$ cat config.mk
export PLATFORM = sky130hd
export DESIGN_NAME = iocrb_bank
export DESIGN_NICKNAME = d
export VERILOG_FILES = /design/src/pkg/iocrb_pkg.sv /design/src/core/iocrb_bank.sv /design/src/core/iocrb_sync.sv
export SDC_FILE = /design/constraint.sdc
export NUM_CORES = 1
export LEC_CHECK = 0
export BUFFER_PORTS_ARGS = -buffer_cell sky130_fd_sc_hd__buf_2
export CORE_ASPECT_RATIO = 1.1
export CORE_MARGIN = 2
export CORE_UTILIZATION = 53
export DETAILED_ROUTE_END_ITERATION = 10
export PLACE_DENSITY = 0.85
export SLEW_MARGIN = 30
export SYNTH_ARGS = -nofsm -noshare
export SYNTH_HDL_FRONTEND = slang
export SYNTH_SLANG_ARGS = --single-unit
$ cat constraint.sdc
create_clock -name clk_sys -period 1.7 [get_ports clk_sys]
set_input_delay 0.17 -clock clk_sys [delete_from_list [all_inputs] [get_ports clk_sys]]
set_output_delay 0.17 -clock clk_sys [all_outputs]
set_load 0.01 [all_outputs]
$ cat src/pkg/iocrb_pkg.sv
// Package for the IO configuration register bank: addresses, reset
// values, field positions, counts and the carrier structs.
// Assumes a core-side IO bus with 6-bit addresses and 8-bit data.
`default_nettype none
package iocrb_pkg;
  // IO addresses
  localparam logic [5:0] ADDR_IN_WAKE_EN = 6'h0d;
  localparam logic [5:0] ADDR_PORT_DATA = 6'h10;
  localparam logic [5:0] ADDR_PORT_DIR = 6'h11;
  localparam logic [5:0] ADDR_PULL_UP = 6'h12;
  localparam logic [5:0] ADDR_PULL_DOWN = 6'h13;
  localparam logic [5:0] ADDR_CMP_CTRL = 6'h1a;
  localparam logic [5:0] ADDR_MISC = 6'h1b;
  localparam logic [5:0] ADDR_CMP_SEL = 6'h1e;
  // Reset values
  localparam logic [7:0] RST_IN_WAKE_EN = 8'hf9;
  localparam logic [7:0] RST_PORT = 8'h00;
  localparam logic [7:0] RST_MISC = 8'h00;
  localparam logic [6:0] RST_CMP_CTRL = 7'h00;
  localparam logic [7:0] RST_CMP_SEL = 8'h00;
  // Pins with a real enable bit; pins 2 and 1 have none
  localparam logic [7:0] WAKE_PIN_MASK = 8'hf9;
  localparam int PIN_IRQ_A = 0;
  localparam int PIN_IRQ_B = 5;
  // Miscellaneous register fields
  localparam int MISC_FAST_WAKE = 5;
  localparam int MISC_LVR_DIS = 2;
  localparam int MISC_WDT_LSB = 0;
  // Comparator control fields
  localparam int CMP_EN_BIT = 7;
  localparam int CMP_RES_BIT = 6;
  localparam int CMP_SAMPLE_BIT = 5;
  localparam int CMP_INV_BIT = 4;
  localparam int CMP_MINUS_LSB = 1;
  localparam int CMP_PLUS_BIT = 0;
  // Comparator select fields
  localparam int SEL_OUT_PIN0 = 7;
  localparam int SEL_WAKE = 6;
  localparam int SEL_RANGE_HI = 5;
  localparam int SEL_RANGE_LO = 4;
  // Minus input codes; others are reserved
  localparam logic [2:0] MINUS_PIN3 = 3'h0;
  localparam logic [2:0] MINUS_PIN4 = 3'h1;
  localparam logic [2:0] MINUS_BANDGAP = 3'h2;
  localparam logic [2:0] MINUS_LADDER = 3'h3;
  localparam logic [2:0] MINUS_PIN6 = 3'h4;
  // Wake-up delay in low-speed RC clocks
  localparam logic [4:0] WAKE_SLOW_CLKS = 5'h10;
  localparam logic [4:0] WAKE_FAST_CLKS = 5'h08;
  // Watchdog timeout in low-speed RC clock periods
  localparam logic [18:0] WDT_8K = 19'h02000;
  localparam logic [18:0] WDT_16K = 19'h04000;
  localparam logic [18:0] WDT_64K = 19'h10000;
  localparam logic [18:0] WDT_256K = 19'h40000;
  // Edge select codes
  localparam logic [1:0] EDGE_BOTH = 2'h0;
  localparam logic [1:0] EDGE_RISE = 2'h1;
  localparam logic [1:0] EDGE_FALL = 2'h2;

  typedef struct packed {
    logic rd;
    logic wr;
    logic [5:0] addr;
    logic [7:0] wdata;
  } iocrb_bus_t;

  typedef struct packed {
    logic en;
    logic [2:0] minus_sel;
    logic plus_sel;
    logic range_hi;
    logic range_lo;
    logic [3:0] level;
  } iocrb_cmp_cfg_t;
endpackage : iocrb_pkg
`default_nettype wire

$ cat src/core/iocrb_bank.sv
// IO configuration register bank: port A setup, misc system control and
// the digital side of the analog comparator.
// Assumes the core issues single-cycle rd/wr strobes on clk_sys; pins,
// comparator result and timer two clock are asynchronous.
//
// Operation
// - Bits 7:6 reset high; enable digital input and wake on pins 7,6
// - Bits 5,0 reset high; enable input, wake and interrupt pins 5,0
// - Bits 4:3 reset high; enable digital input and wake pins 4,3
// - Port data register, reset zero, holds output values
// - Direction register, reset zero; one makes a pin an output
// - Pull-up register, reset zero; one turns pull-up on
// - Pull-down register, reset zero; one turns pull-down on
// - Misc bit 5 picks wake delay: 16 or 8 slow clocks
// - Fast wake delay never applied while external oscillator runs
// - Misc bit 2 set disables low voltage reset
// - Misc bits 1:0 pick watchdog timeout 8k,16k,64k,256k
// - Control bit 7 enables comparator; software disables pin inputs
// - Read-only bit 6 shows comparator result
// - Bit 5 samples comparator output on timer two clock
// - Bit 4 inverts comparator output polarity
// - Bits 3:1 pick comparator minus input
// - Bit 0 picks comparator plus input: ladder or pin 4
// - Select bit 7 drives comparator output onto pin 0
// - Select bit 6 lets result level change wake the device
// - Select bits 5,4 pick range; bits 3:0 pick level
// - Pin 0/5 interrupt edge: both, rising or falling
// - Comparator request flag set by hardware, cleared by software
`default_nettype none
module iocrb_bank
  import iocrb_pkg::*;
(
  // Clock and reset
  input wire logic clk_sys,
  input wire logic rst_n,
  // Core IO bus
  input wire iocrb_bus_t io_req,
  output logic [7:0] io_rdata,
  // Port A pins
  input wire logic [7:0] pin_in,
  output logic [7:0] pin_out,
  output logic [7:0] pin_oe,
  output logic [7:0] pull_up_en,
  output logic [7:0] pull_down_en,
  output logic [7:0] dig_in_en,
  // System control
  input wire logic external_osc_en,
  input wire logic [1:0] pin_irq_edge,
  input wire logic [1:0] cmp_irq_edge,
  input wire logic cmp_irq_clr,
  output logic wake_req,
  output logic [4:0] wake_low_speed_rc_osc_clks,
  output logic low_voltage_reset_dis,
  output logic [18:0] wdt_period,
  output logic pin_irq_event,
  output logic cmp_irq_pending,
  // Comparator
  input wire logic cmp_raw,
  input wire logic timer_two_clock,
  output iocrb_cmp_cfg_t cmp_cfg,
  output logic cmp_result_out
);
  logic [7:0] in_wake_en_ff;
  logic [7:0] port_data_ff;
  logic [7:0] port_dir_ff;
  logic [7:0] pull_up_ff;
  logic [7:0] pull_down_ff;
  logic [7:0] misc_ff;
  logic [6:0] cmp_ctrl_ff;
  logic [7:0] cmp_sel_ff;
  logic [9:0] sync_q;
  logic [7:0] pin_sync;
  logic [7:0] pin_prev_ff;
  logic cmp_sync;
  logic cmp_res;
  logic cmp_res_prev_ff;
  logic tm2_sync;
  logic tm2_prev_ff;
  logic tm2_rise;
  logic cmp_change;
  logic cmp_event;
  logic [7:0] pin_toggle;
  logic pin_irq_hit;
  logic [7:0] port_read;
  logic [7:0] nxt_rdata;
  logic route_pin0;

  // Edge qualifier shared by pin and comparator requests
  function automatic logic edge_hit(input logic prev, input logic cur,
                                    input logic [1:0] code);
    logic hit;
    hit = 1'b0;
    unique case (code)
      EDGE_BOTH: hit = prev ^ cur;
      EDGE_RISE: hit = !prev && cur;
      EDGE_FALL: hit = prev && !cur;
      default: hit = 1'b0;
    endcase
    return hit;
  endfunction : edge_hit

  function automatic logic wr_to(input iocrb_bus_t req,
                                 input logic [5:0] addr);
    return req.wr && (req.addr == addr);
  endfunction : wr_to

  // Pins, comparator and timer clock all come from outside clk_sys
  iocrb_sync #(.W(10)) u_sync (
    .clk_sys(clk_sys),
    .rst_n(rst_n),
    .d_in({timer_two_clock, cmp_raw, pin_in}),
    .q_out(sync_q)
  );

  assign pin_sync = sync_q[7:0] & dig_in_en;
  assign cmp_sync = sync_q[8];
  assign tm2_sync = sync_q[9];
  assign tm2_rise = tm2_sync && !tm2_prev_ff;
  assign cmp_res = cmp_sync && cmp_ctrl_ff[CMP_RES_BIT];

  // Write-only input/wake enables; reserved bits never stored
  always_ff @(posedge clk_sys or negedge rst_n) begin
    if (!rst_n) begin
      in_wake_en_ff <= RST_IN_WAKE_EN;
    end else if (wr_to(io_req, ADDR_IN_WAKE_EN)) begin
      in_wake_en_ff <= io_req.wdata & WAKE_PIN_MASK;
    end
  end

  // Pins 2 and 1 have no enable and stay readable
  assign dig_in_en = in_wake_en_ff | ~WAKE_PIN_MASK;

  // Port data, direction and pulls
  always_ff @(posedge clk_sys or negedge rst_n) begin
    if (!rst_n) begin
      port_data_ff <= RST_PORT;
      port_dir_ff <= RST_PORT;
      pull_up_ff <= RST_PORT;
      pull_down_ff <= RST_PORT;
    end else begin
      if (wr_to(io_req, ADDR_PORT_DATA)) begin
        port_data_ff <= io_req.wdata;
      end
      if (wr_to(io_req, ADDR_PORT_DIR)) begin
        port_dir_ff <= io_req.wdata;
      end
      if (wr_to(io_req, ADDR_PULL_UP)) begin
        pull_up_ff <= io_req.wdata;
      end
      if (wr_to(io_req, ADDR_PULL_DOWN)) begin
        pull_down_ff <= io_req.wdata;
      end
    end
  end

  // Misc register; reserved bits dropped, they read nothing anyway
  always_ff @(posedge clk_sys or negedge rst_n) begin
    if (!rst_n) begin
      misc_ff <= RST_MISC;
    end else if (wr_to(io_req, ADDR_MISC)) begin
      misc_ff <= io_req.wdata & 8'h27;
    end
  end

  // Comparator control; enable kept in the slot of the live result bit
  always_ff @(posedge clk_sys or negedge rst_n) begin
    if (!rst_n) begin
      cmp_ctrl_ff <= RST_CMP_CTRL;
      cmp_sel_ff <= RST_CMP_SEL;
    end else begin
      if (wr_to(io_req, ADDR_CMP_CTRL)) begin
        cmp_ctrl_ff <= {io_req.wdata[CMP_EN_BIT], io_req.wdata[5:0]};
      end
      if (wr_to(io_req, ADDR_CMP_SEL)) begin
        cmp_sel_ff <= io_req.wdata;
      end
    end
  end

  // Analog configuration out to the comparator macro
  assign cmp_cfg.en = cmp_ctrl_ff[CMP_RES_BIT];
  assign cmp_cfg.minus_sel = cmp_ctrl_ff[CMP_MINUS_LSB +: 3];
  assign cmp_cfg.plus_sel = cmp_ctrl_ff[CMP_PLUS_BIT];
  assign cmp_cfg.range_hi = cmp_sel_ff[SEL_RANGE_HI];
  assign cmp_cfg.range_lo = cmp_sel_ff[SEL_RANGE_LO];
  assign cmp_cfg.level = cmp_sel_ff[3:0];

  // System control; fast wake refused under the external oscillator
  assign wake_low_speed_rc_osc_clks = (misc_ff[MISC_FAST_WAKE] && !external_osc_en) ?
                          WAKE_FAST_CLKS : WAKE_SLOW_CLKS;
  assign low_voltage_reset_dis = misc_ff[MISC_LVR_DIS];

  // Watchdog timeout lookup
  always_comb begin
    unique case (misc_ff[MISC_WDT_LSB +: 2])
      2'h0: wdt_period = WDT_8K;
      2'h1: wdt_period = WDT_16K;
      2'h2: wdt_period = WDT_64K;
      2'h3: wdt_period = WDT_256K;
    endcase
  end

  // History for edge detection
  always_ff @(posedge clk_sys or negedge rst_n) begin
    if (!rst_n) begin
      pin_prev_ff <= 8'h00;
      cmp_res_prev_ff <= 1'b0;
      tm2_prev_ff <= 1'b0;
    end else begin
      pin_prev_ff <= pin_sync;
      cmp_res_prev_ff <= cmp_res;
      tm2_prev_ff <= tm2_sync;
    end
  end

  // Comparator output: optionally inverted, optionally held between tm2 rising edges
  always_ff @(posedge clk_sys or negedge rst_n) begin
    if (!rst_n) begin
      cmp_result_out <= 1'b0;
    end else if (!cmp_ctrl_ff[CMP_SAMPLE_BIT] || tm2_rise) begin
      cmp_result_out <= cmp_res ^ cmp_ctrl_ff[CMP_INV_BIT];
    end
  end

  // Disabled pins read zero, so they cannot toggle
  assign pin_toggle = (pin_sync ^ pin_prev_ff) & in_wake_en_ff;
  assign cmp_change = cmp_res ^ cmp_res_prev_ff;
  assign cmp_event = edge_hit(cmp_res_prev_ff, cmp_res, cmp_irq_edge);
  assign pin_irq_hit =
    (in_wake_en_ff[PIN_IRQ_A] &&
     edge_hit(pin_prev_ff[PIN_IRQ_A], pin_sync[PIN_IRQ_A], pin_irq_edge)) ||
    (in_wake_en_ff[PIN_IRQ_B] &&
     edge_hit(pin_prev_ff[PIN_IRQ_B], pin_sync[PIN_IRQ_B], pin_irq_edge));

  // Wake and interrupt pulses, one cycle each
  always_ff @(posedge clk_sys or negedge rst_n) begin
    if (!rst_n) begin
      wake_req <= 1'b0;
      pin_irq_event <= 1'b0;
    end else begin
      wake_req <= (|pin_toggle) ||
                  (cmp_sel_ff[SEL_WAKE] && cmp_change);
      pin_irq_event <= pin_irq_hit;
    end
  end

  // Set wins over a clear in the same cycle
  always_ff @(posedge clk_sys or negedge rst_n) begin
    if (!rst_n) begin
      cmp_irq_pending <= 1'b0;
    end else if (cmp_event) begin
      cmp_irq_pending <= 1'b1;
    end else if (cmp_irq_clr) begin
      cmp_irq_pending <= 1'b0;
    end
  end

  // Pin drive; routing forces pin 0 to an output
  assign route_pin0 = cmp_sel_ff[SEL_OUT_PIN0];
  always_ff @(posedge clk_sys or negedge rst_n) begin
    if (!rst_n) begin
      pin_out <= 8'h00;
      pin_oe <= 8'h00;
      pull_up_en <= 8'h00;
      pull_down_en <= 8'h00;
    end else begin
      pin_out <= {port_data_ff[7:1],
                  route_pin0 ? cmp_result_out : port_data_ff[0]};
      pin_oe <= port_dir_ff | {7'h00, route_pin0};
      pull_up_en <= pull_up_ff;
      pull_down_en <= pull_down_ff;
    end
  end

  // Read mux; write-only and unmapped addresses read zero
  assign port_read = (port_dir_ff & port_data_ff) |
                     (~port_dir_ff & pin_sync);
  always_comb begin
    nxt_rdata = 8'h00;
    unique case (io_req.addr)
      ADDR_PORT_DATA: nxt_rdata = port_read;
      ADDR_PORT_DIR: nxt_rdata = port_dir_ff;
      ADDR_PULL_UP: nxt_rdata = pull_up_ff;
      ADDR_PULL_DOWN: nxt_rdata = pull_down_ff;
      ADDR_CMP_CTRL: nxt_rdata = {cmp_ctrl_ff[CMP_RES_BIT], cmp_res,
                                  cmp_ctrl_ff[5:0]};
      default: nxt_rdata = 8'h00;
    endcase
  end

  // Read data stands one cycle after the strobe
  always_ff @(posedge clk_sys or negedge rst_n) begin
    if (!rst_n) begin
      io_rdata <= 8'h00;
    end else begin
      io_rdata <= io_req.rd ? nxt_rdata : 8'h00;
    end
  end
endmodule : iocrb_bank
`default_nettype wire

$ cat src/core/iocrb_sync.sv
// Two-stage synchroniser for a vector of unrelated asynchronous levels.
// Assumes each bit is a slow level; no bus coherence is implied.
`default_nettype none
module iocrb_sync #(
  parameter int W = 1
) (
  // Clock and reset
  input wire logic clk_sys,
  input wire logic rst_n,
  // Levels
  input wire logic [W-1:0] d_in,
  output logic [W-1:0] q_out
);
  logic [W-1:0] meta_ff;

  // First stage is read only by the second
  always_ff @(posedge clk_sys or negedge rst_n) begin
    if (!rst_n) begin
      meta_ff <= '0;
      q_out <= '0;
    end else begin
      meta_ff <= d_in;
      q_out <= meta_ff;
    end
  end
endmodule : iocrb_sync
`default_nettype wire

# Yosys cells after proc, flatten, opt, wreduce, memory -nomap -nowiden
# Cells that the tools add are included.
[totals] reg_bits=131 word_cells=96 out_inout_bits=88
[op_classes] bitwise_logic=12 mux=10 n_reduce_logical=37 n_eq_ne=15
[ops] op="$pmux W19 S4" n=1
[ops] op="$eq A6 B5 Y1 const B" n=7
[ops] op="$pmux W8 S5" n=1
[ops] op="$and A8 B8 Y8" n=4
[ops] op="$logic_and A1 B1 Y1" n=20
[ops] op="$logic_not A1 Y1" n=9
[ops] op="$pmux W1 S3" n=3
[ops] op="$eq A2 B2 Y1 const B" n=4
[ops] op="$mux W8" n=1
[ops] op="$not A8 Y8" n=1
[ops] op="$or A8 B1 Y8" n=1
[ops] op="$or A8 B8 Y8" n=1
[ops] op="$reduce_or A8 Y1" n=1
[ops] op="$xor A8 B8 Y8" n=1
[ops] op="$eq A2 B1 Y1 const B" n=3
[ops] op="$eq A6 B4 Y1 const B" n=1
[ops] op="$logic_not A2 Y1" n=3
[ops] op="$mux W5" n=1
[ops] op="$xor A1 B1 Y1" n=4
[ops] op="$logic_or A1 B1 Y1" n=3
[ops] op="$mux W1" n=3
[ops] op="$reduce_bool A2 Y1" n=1

# Depth between registers and ports, before layout
[logic_depth] depth_word=6 depth_mapped=7 depth_no_buf=6

# Modules after synthesis
# Synthesis repeated with hierarchy kept, for this count alone.
[unflattened] hier_cells=348 hier_area_um2=5023.6
[by_module_without_submodules] module="iocrb_bank" area_per_inst_um2=4523.1 n_inst=1 cells_per_inst=328
[by_module_without_submodules] module="iocrb_sync" area_per_inst_um2=500.5 n_inst=1 cells_per_inst=20

# Worst setup path before layout
# No wires, ideal clock.
[synth_timing] path_type="input to register" start="in io_req[8] in the netlist's numbering" end="reg cmp_ctrl_ff[0]" path_buffers=3 setup_slack_ps=231 stages=7 arrival_ps=1342 path_cell_list="buf_2 > nor2b_1 > buf_4 > and4b_1 > buf_2 > nand2_2 > mux2_1"
[synth_between] elab_chain_len=2
[synth_lines] element="from (decl)" line_no="iocrb_bank.sv:37" source="input wire iocrb_bus_t io_req,"
[synth_lines] element="$eq A6 B5 Y1" line_no="iocrb_bank.sv:104" source="return req.wr && (req.addr == addr);"
[synth_lines] element="$logic_and A1 B1 Y1" line_no="iocrb_bank.sv:104"
[synth_lines] element="to (signal assigned)" line_no="iocrb_bank.sv:172" source="cmp_ctrl_ff <= {io_req.wdata[CMP_EN_BIT], io_req.wdata[5:0]};"
[synth_lines] element="to (decl)" line_no="iocrb_bank.sv:69" source="logic [6:0] cmp_ctrl_ff;"
# No other way between the ends.
# A chain may end at the register's enable or synchronous reset.

# Final worst setup path
[layout_timing] start="reg in_wake_en_ff[0]" end="reg wake_req"
[layout_between] elab_chain_len=5
[layout_lines] element="from (decl)" line_no="iocrb_bank.sv:63" source="logic [7:0] in_wake_en_ff;"
[layout_lines] element="from (signal assigned)" line_no="iocrb_bank.sv:126" source="in_wake_en_ff <= io_req.wdata & WAKE_PIN_MASK;"
[layout_lines] element="$and A8 B8 Y8" line_no="iocrb_bank.sv:115" source="assign pin_sync = sync_q[7:0] & dig_in_en;"
[layout_lines] element="$xor A8 B8 Y8" line_no="iocrb_bank.sv:226" source="assign pin_toggle = (pin_sync ^ pin_prev_ff) & in_wake_en_ff;"
[layout_lines] element="$and A8 B8 Y8 (*)" line_no="iocrb_bank.sv:226"
[layout_lines] element="$reduce_or A8 Y1 (*)" line_no="iocrb_bank.sv:241" source="wake_req <= (|pin_toggle) ||"
[layout_lines] element="$logic_or A1 B1 Y1 (*)" line_no="iocrb_bank.sv:241"
[layout_lines] element="to (signal assigned)" line_no="iocrb_bank.sv:241"
[layout_lines] element="to (decl)" line_no="iocrb_bank.sv:51" source="output logic wake_req,"
# Every way passes the cells marked *; elsewhere a longest branch is shown, timed or not.

==> flow_summary.html <==
<table>
<tr><th>Metric</th><th>Value</th></tr>
<tr><th colspan="2">Pwr</th></tr>
<tr><td>Part of the power in the clock network</td><td>around 45%</td></tr>
<tr><td>Power Dens Cells</td><td>1280 nW/um2</td></tr>
<tr><td>Static leakage</td><td>3.35 nW</td></tr>
<tr><td>Cell-internal power</td><td>~0.0063 W</td></tr>
<tr><td>Part of the total power dissipated in sequential elements</td><td>approximately 44%</td></tr>
<tr><td>Switching power</td><td>about 0.002 W</td></tr>
<tr><td>Fraction of power spent switching nets</td><td>24.2%</td></tr>
<tr><td>VDD IR max</td><td>0.000787 V</td></tr>
<tr><td>Logic pwr share</td><td>10.8%</td></tr>
<tr><th colspan="2">Setup path</th></tr>
<tr><td>Category of the worst setup path capture point</td><td>flip-flop</td></tr>
<tr><td>Worst endpoint required time</td><td>2080 ps</td></tr>
<tr><td>Library cell contributing the largest single delay on the critical path</td><td>sky130_fd_sc_hd__dfstp_2</td></tr>
<tr><td>Critical register-to-register path startpoint</td><td>in_wake_en_ff[0]$_DFFE_PN1P_</td></tr>
<tr><td>Ordered cell list for the critical path</td><td>nand2_1 &gt; ha_1 &gt; o22ai_1 &gt; a221oi_1 &gt; nand2_1</td></tr>
<tr><td>Critical path fanouts, max</td><td>6</td></tr>
<tr><td>Reg-to-reg critical path endpoint</td><td>wake_req$_DFF_PN0_</td></tr>
<tr><td>Critical Path Start Type</td><td>flip-flop</td></tr>
<tr><td>Critical path's largest stage delay</td><td>about 600 ps</td></tr>
<tr><td>Crit path buffers/inverters</td><td>0</td></tr>
<tr><td>Worst R2R Path Depth</td><td>5</td></tr>
<tr><td>First element of the critical path</td><td>in_wake_en_ff[0]$_DFFE_PN1P_</td></tr>
<tr><td>Register-to-register setup slack</td><td>between 50 and 60 ps</td></tr>
<tr><td>Worst path most repeated cell</td><td>sky130_fd_sc_hd__nand2_1</td></tr>
<tr><td>Arr. time, crit path</td><td>roughly 2000 ps</td></tr>
<tr><td>Critical Setup Path Class</td><td>flip-flop to flip-flop</td></tr>
<tr><td>Number of stages on the worst setup path</td><td>5</td></tr>
<tr><td>Worst setup path endpoint</td><td>wake_req$_DFF_PN0_</td></tr>
<tr><td>Delay-heaviest family, CP</td><td>flip-flops</td></tr>
<tr><th colspan="2">Routing</th></tr>
<tr><td>Number of nets with antenna violations after detailed routing</td><td>0</td></tr>
<tr><td>Total detailed-routing wirelength</td><td>11.7 mm</td></tr>
<tr><td>DRC violation total after the first TritonRoute iteration</td><td>~150</td></tr>
<tr><td>Remaining DRCs</td><td>0</td></tr>
<tr><td>Average via count per standard cell</td><td>5.40</td></tr>
<tr><td>Routed wire length per instance</td><td>around 19 um</td></tr>
<tr><td>Number of iterations in the first detailed-routing pass</td><td>4</td></tr>
<tr><td>Vias after detailed routing</td><td>approximately 3,400</td></tr>
<tr><th colspan="2">Die</th></tr>
<tr><td>Height of the die</td><td>106 um</td></tr>
<tr><td>Ports</td><td>~120</td></tr>
<tr><td>Die area</td><td>10,300 um2</td></tr>
<tr><td>Area of the core</td><td>9310 um2</td></tr>
<tr><td>Floorplan row count</td><td>37</td></tr>
<tr><td>Horiz. Die Dim</td><td>~97 um</td></tr>
<tr><td>Starting Density</td><td>54.2%</td></tr>
<tr><th colspan="2">Yosys</th></tr>
<tr><td>Main combinational cell family by area after synthesis</td><td>multiplexers</td></tr>
<tr><td>Dominant synthesized flop cell</td><td>sky130_fd_sc_hd__dfrtp_1</td></tr>
<tr><td>Area share of the leading cell type in the synthesized netlist</td><td>61.1%</td></tr>
<tr><td>Parity-gate share of the synthesized area counting xor and xnor cells</td><td>0.869%</td></tr>
<tr><td>Fraction of the mapped netlist area in compound gates</td><td>5.41%</td></tr>
<tr><td>Number of synthesized flops with an enable pin</td><td>0</td></tr>
<tr><td>Share of flip-flops with an asynchronous set or reset</td><td>100%</td></tr>
<tr><td>Average size of a mapped cell</td><td>14.0 um2</td></tr>
<tr><td>Post-synthesis instance area</td><td>5040 um2</td></tr>
<tr><td>Synth Instances</td><td>359</td></tr>
<tr><td>Total of flip-flops plus latches after synthesis</td><td>129</td></tr>
<tr><td>Fraction of the yosys area taken by sequential cells</td><td>64.2%</td></tr>
<tr><td>Share of synthesized cell area in full adder, half adder and majority cells</td><td>under 10%</td></tr>
<tr><td>Simple-Gate Fraction of Synth Area</td><td>7.52%</td></tr>
<tr><td>Ranking of synthesized cells by area</td><td>sky130_fd_sc_hd__dfrtp_1 (61%), sky130_fd_sc_hd__mux2_2 (9.4%), sky130_fd_sc_hd__buf_4 (4.9%), sky130_fd_sc_hd__dfstp_2 (3.1%), sky130_fd_sc_hd__mux2_1 (2.5%)</td></tr>
<tr><td>Mux cell area share after synthesis</td><td>13.8%</td></tr>
<tr><td>Number of distinct library cells after synthesis</td><td>46</td></tr>
<tr><td>Ys Warns</td><td>0</td></tr>
<tr><td>Top cell type by total area after synthesis</td><td>sky130_fd_sc_hd__dfrtp_1</td></tr>
<tr><th colspan="2">Timing</th></tr>
<tr><td>Count of endpoints failing hold in the final timing report</td><td>0</td></tr>
<tr><td>Minimum period implied by the final worst setup slack</td><td>around 1600 ps</td></tr>
<tr><td>Pins Over Slew Limit</td><td>0</td></tr>
<tr><td>Slew at the pin closest to its max-slew limit</td><td>797 ps</td></tr>
<tr><td>Final worst slack</td><td>roughly 56 ps</td></tr>
<tr><td>RSZ-0062 raised after global routing</td><td>no</td></tr>
<tr><td>Final setup violating endpoints</td><td>0</td></tr>
<tr><td>Relative max-transition margin</td><td>46.5%</td></tr>
<tr><td>Setup skew after layout</td><td>6.14 ps</td></tr>
<tr><td>Final cycle utilization of the critical path</td><td>96.7%</td></tr>
<tr><td>Highest achievable clock rate</td><td>about 610 MHz</td></tr>
<tr><th colspan="2">Placed design</th></tr>
<tr><td>Number of instances in the placed design</td><td>572</td></tr>
<tr><td>Routability-driven placement congestion ratio</td><td>0.860</td></tr>
<tr><td>Port Buffer Count</td><td>101</td></tr>
<tr><td>Post-detailed-placement half-perimeter wirelength</td><td>7.88 mm</td></tr>
<tr><td>Post-place setup slack</td><td>-32.2 ps</td></tr>
<tr><th colspan="2">CTS</th></tr>
<tr><td>CTS Buffer Depth</td><td>2</td></tr>
<tr><td>Clock insertion delay at the later pin of the skew report</td><td>510 ps</td></tr>
<tr><td>CTS tree</td><td>yes</td></tr>
<tr><td>Number of sinks on the clock net</td><td>129</td></tr>
<tr><td>Clock root cell</td><td>sky130_fd_sc_hd__clkbuf_8</td></tr>
<tr><td>H-tree levels</td><td>4</td></tr>
<tr><td>CTS clk-pin slew, worst paths</td><td>60 ps</td></tr>
<tr><td>Number of CTS-inserted buffers</td><td>17</td></tr>
<tr><th colspan="2">Finish</th></tr>
<tr><td>Most common cell after layout, fill and taps aside</td><td>sky130_fd_sc_hd__dfrtp_1</td></tr>
<tr><td>Number of nets in the layout</td><td>536</td></tr>
<tr><td>Fraction of final layout cells sized beyond drive strength 1</td><td>around two fifths</td></tr>
<tr><td>Non-filler instance count after layout</td><td>626</td></tr>
<tr><td>Number of inserted diodes</td><td>0</td></tr>
<tr><td>Final Core Density</td><td>69.7%</td></tr>
<tr><td>Area growth from synthesis to layout</td><td>28.7%</td></tr>
<tr><td>Most frequent cells in the layout</td><td>sky130_fd_sc_hd__dfrtp_1 (123), sky130_fd_sc_hd__buf_2 (100), sky130_fd_sc_hd__mux2_2 (42)</td></tr>
<tr><td>Number of fill cells in the layout</td><td>about 650</td></tr>
<tr><th colspan="2">Worst hold path</th></tr>
<tr><td>Classification of the worst-slack hold path</td><td>input port to flip-flop</td></tr>
<tr><th colspan="2">Global routing</th></tr>
<tr><td>Total gr overflow</td><td>0</td></tr>
<tr><td>First-pass GRT wire length</td><td>18.6 mm</td></tr>
<tr><td>Pin count of the biggest net entering global routing</td><td>42</td></tr>
<tr><td>Number of global-route vias before repair</td><td>between 3,000 and 4,000</td></tr>
<tr><td>Number of antenna violations at the first check in global routing</td><td>0</td></tr>
<tr><td>Overall Global Routing Usage</td><td>23.7%</td></tr>
<tr><th colspan="2">Run status</th></tr>
<tr><td>Result of the run</td><td>finished, final reports clean</td></tr>
<tr><th colspan="2">Job</th></tr>
<tr><td>Max capacitance violation total</td><td>0</td></tr>
</table>
worst register-to-register path, delay by kind of cell, from the launching register on:
family / cells / cell delay, ps
AOI/OAI and AO/OA: 2 / 390
adders and majority gates: 1 / 310
DFF: 1 / 600
and+or+nand+nor: 2 / 220
through the flow:
stage,power [W],TNS [ps],cell area [um2],hold slack (ps)
after floorplan,0.00416,0,5110,-126
after global placement,0.00451,0,5650,197
after detailed placement,0.00456,-163,5650,206
after CTS,0.00834,0,6490,12.4
after global routing,0.00858,0,6490,35.2
final,0.00829,0,6490,22.3
power groups by stage:
| stage | clock network [W] | logic (W) | registers, W |
|---|---|---|---|
| 6_report | 0.00372 | 0.000899 | 0.00367 |
| 5_1_grt | 0.00389 | 0.000980 | 0.00370 |
| 4_1_cts | 0.00377 | 0.000910 | 0.00366 |
| 2_1_floorplan | 0 | 0.000452 | 0.00371 |
| 3_5_place_dp | 0 | 0.000860 | 0.00370 |
| 3_3_place_gp | 0 | 0.000825 | 0.00369 |
per-layer routing:
metal  up-vias  share of wire [%]  GRT usage (%)
li1       1468                  -              -
met1      1717                 39           29.3
met2       166                 50           39.2
met3        32                7.1           5.79
met4         0                2.9           11.7
met5         -                  0              0
cells by family after synthesis:
kind of cell               Yosys count
adders and majority gates            6
xor gates and xnor gates             5
and+or+nand+nor                     63
other                                2
muxes                               60
AOI/OAI and AO/OA                   41
buffers and inverters               53
DFF                                129
synth_stat cells, types with 7 or more instances:
library cell	number
sky130_fd_sc_hd__mux2_2	42
sky130_fd_sc_hd__a21oi_1	10
sky130_fd_sc_hd__o21ai_0	8
sky130_fd_sc_hd__nor2_1	12
sky130_fd_sc_hd__and2_1	7
sky130_fd_sc_hd__nand2_1	9
sky130_fd_sc_hd__inv_1	12
sky130_fd_sc_hd__a22oi_1	11
sky130_fd_sc_hd__dfrtp_1	123
sky130_fd_sc_hd__nor3b_1	7
sky130_fd_sc_hd__buf_4	33
sky130_fd_sc_hd__mux2_1	11
how the worst min path moves through the flow:
| stage | from | to | slack [ps] | depth (start not counted) |
|---|---|---|---|---|
| global route | io_req[5] | cmp_ctrl_ff[5]$_DFFE_PN0P_ | 40 | 2 |
| floorplan | rst_n | cmp_ctrl_ff[0]$_DFFE_PN0P_ | -130 | 0 |
| global placement | rst_n | cmp_irq_pending$_DFFE_PN0P_ | 200 | 1 |
| finish | io_req[0] | cmp_ctrl_ff[0]$_DFFE_PN0P_ | 20 | 2 |
| CTS | io_req[0] | cmp_ctrl_ff[0]$_DFFE_PN0P_ | 10 | 2 |
| detailed placement | rst_n | cmp_irq_pending$_DFFE_PN0P_ | 210 | 1 |
layout make-up:
type,instances,area (um2),share of cell area (%)
inverter,12,45.0,0.694
clock inverter,13,185,2.85
clock buffer,19,432,6.65
sequential,129,3240,49.9
multi-input combinational,195,1540,23.8
timing repair buffer,141,901,13.9
tap,117,146,2.26
state kept, by name (all words and copies together) (netlist names):
| register | count |
|---|---|
| u_sync.meta_ff | 10 |
| u_sync.q_out | 10 |
| cmp_sel_ff | 8 |
| io_rdata | 8 |
| pin_oe | 8 |
| pin_out | 8 |
| port_data_ff | 8 |
| port_dir_ff | 8 |
| pull_down_en | 8 |
| pull_down_ff | 8 |
| pull_up_en | 8 |
| pull_up_ff | 8 |
| cmp_ctrl_ff | 7 |
| in_wake_en_ff | 6 |
| pin_prev_ff | 6 |
| misc_ff | 4 |
| cmp_irq_pending | 1 |
| cmp_res_prev_ff | 1 |
| cmp_result_out | 1 |
| pin_irq_event | 1 |
| tm2_prev_ff | 1 |
| wake_req | 1 |
what timing repair did:
item | CTS | global route
endpoints found under the hold margin | 60 | 0
hold buffers | 22 | 0
gates resized for setup | 0 | 0
buffers inserted | 0 | 0
Power figures use the tool's default switching activity.
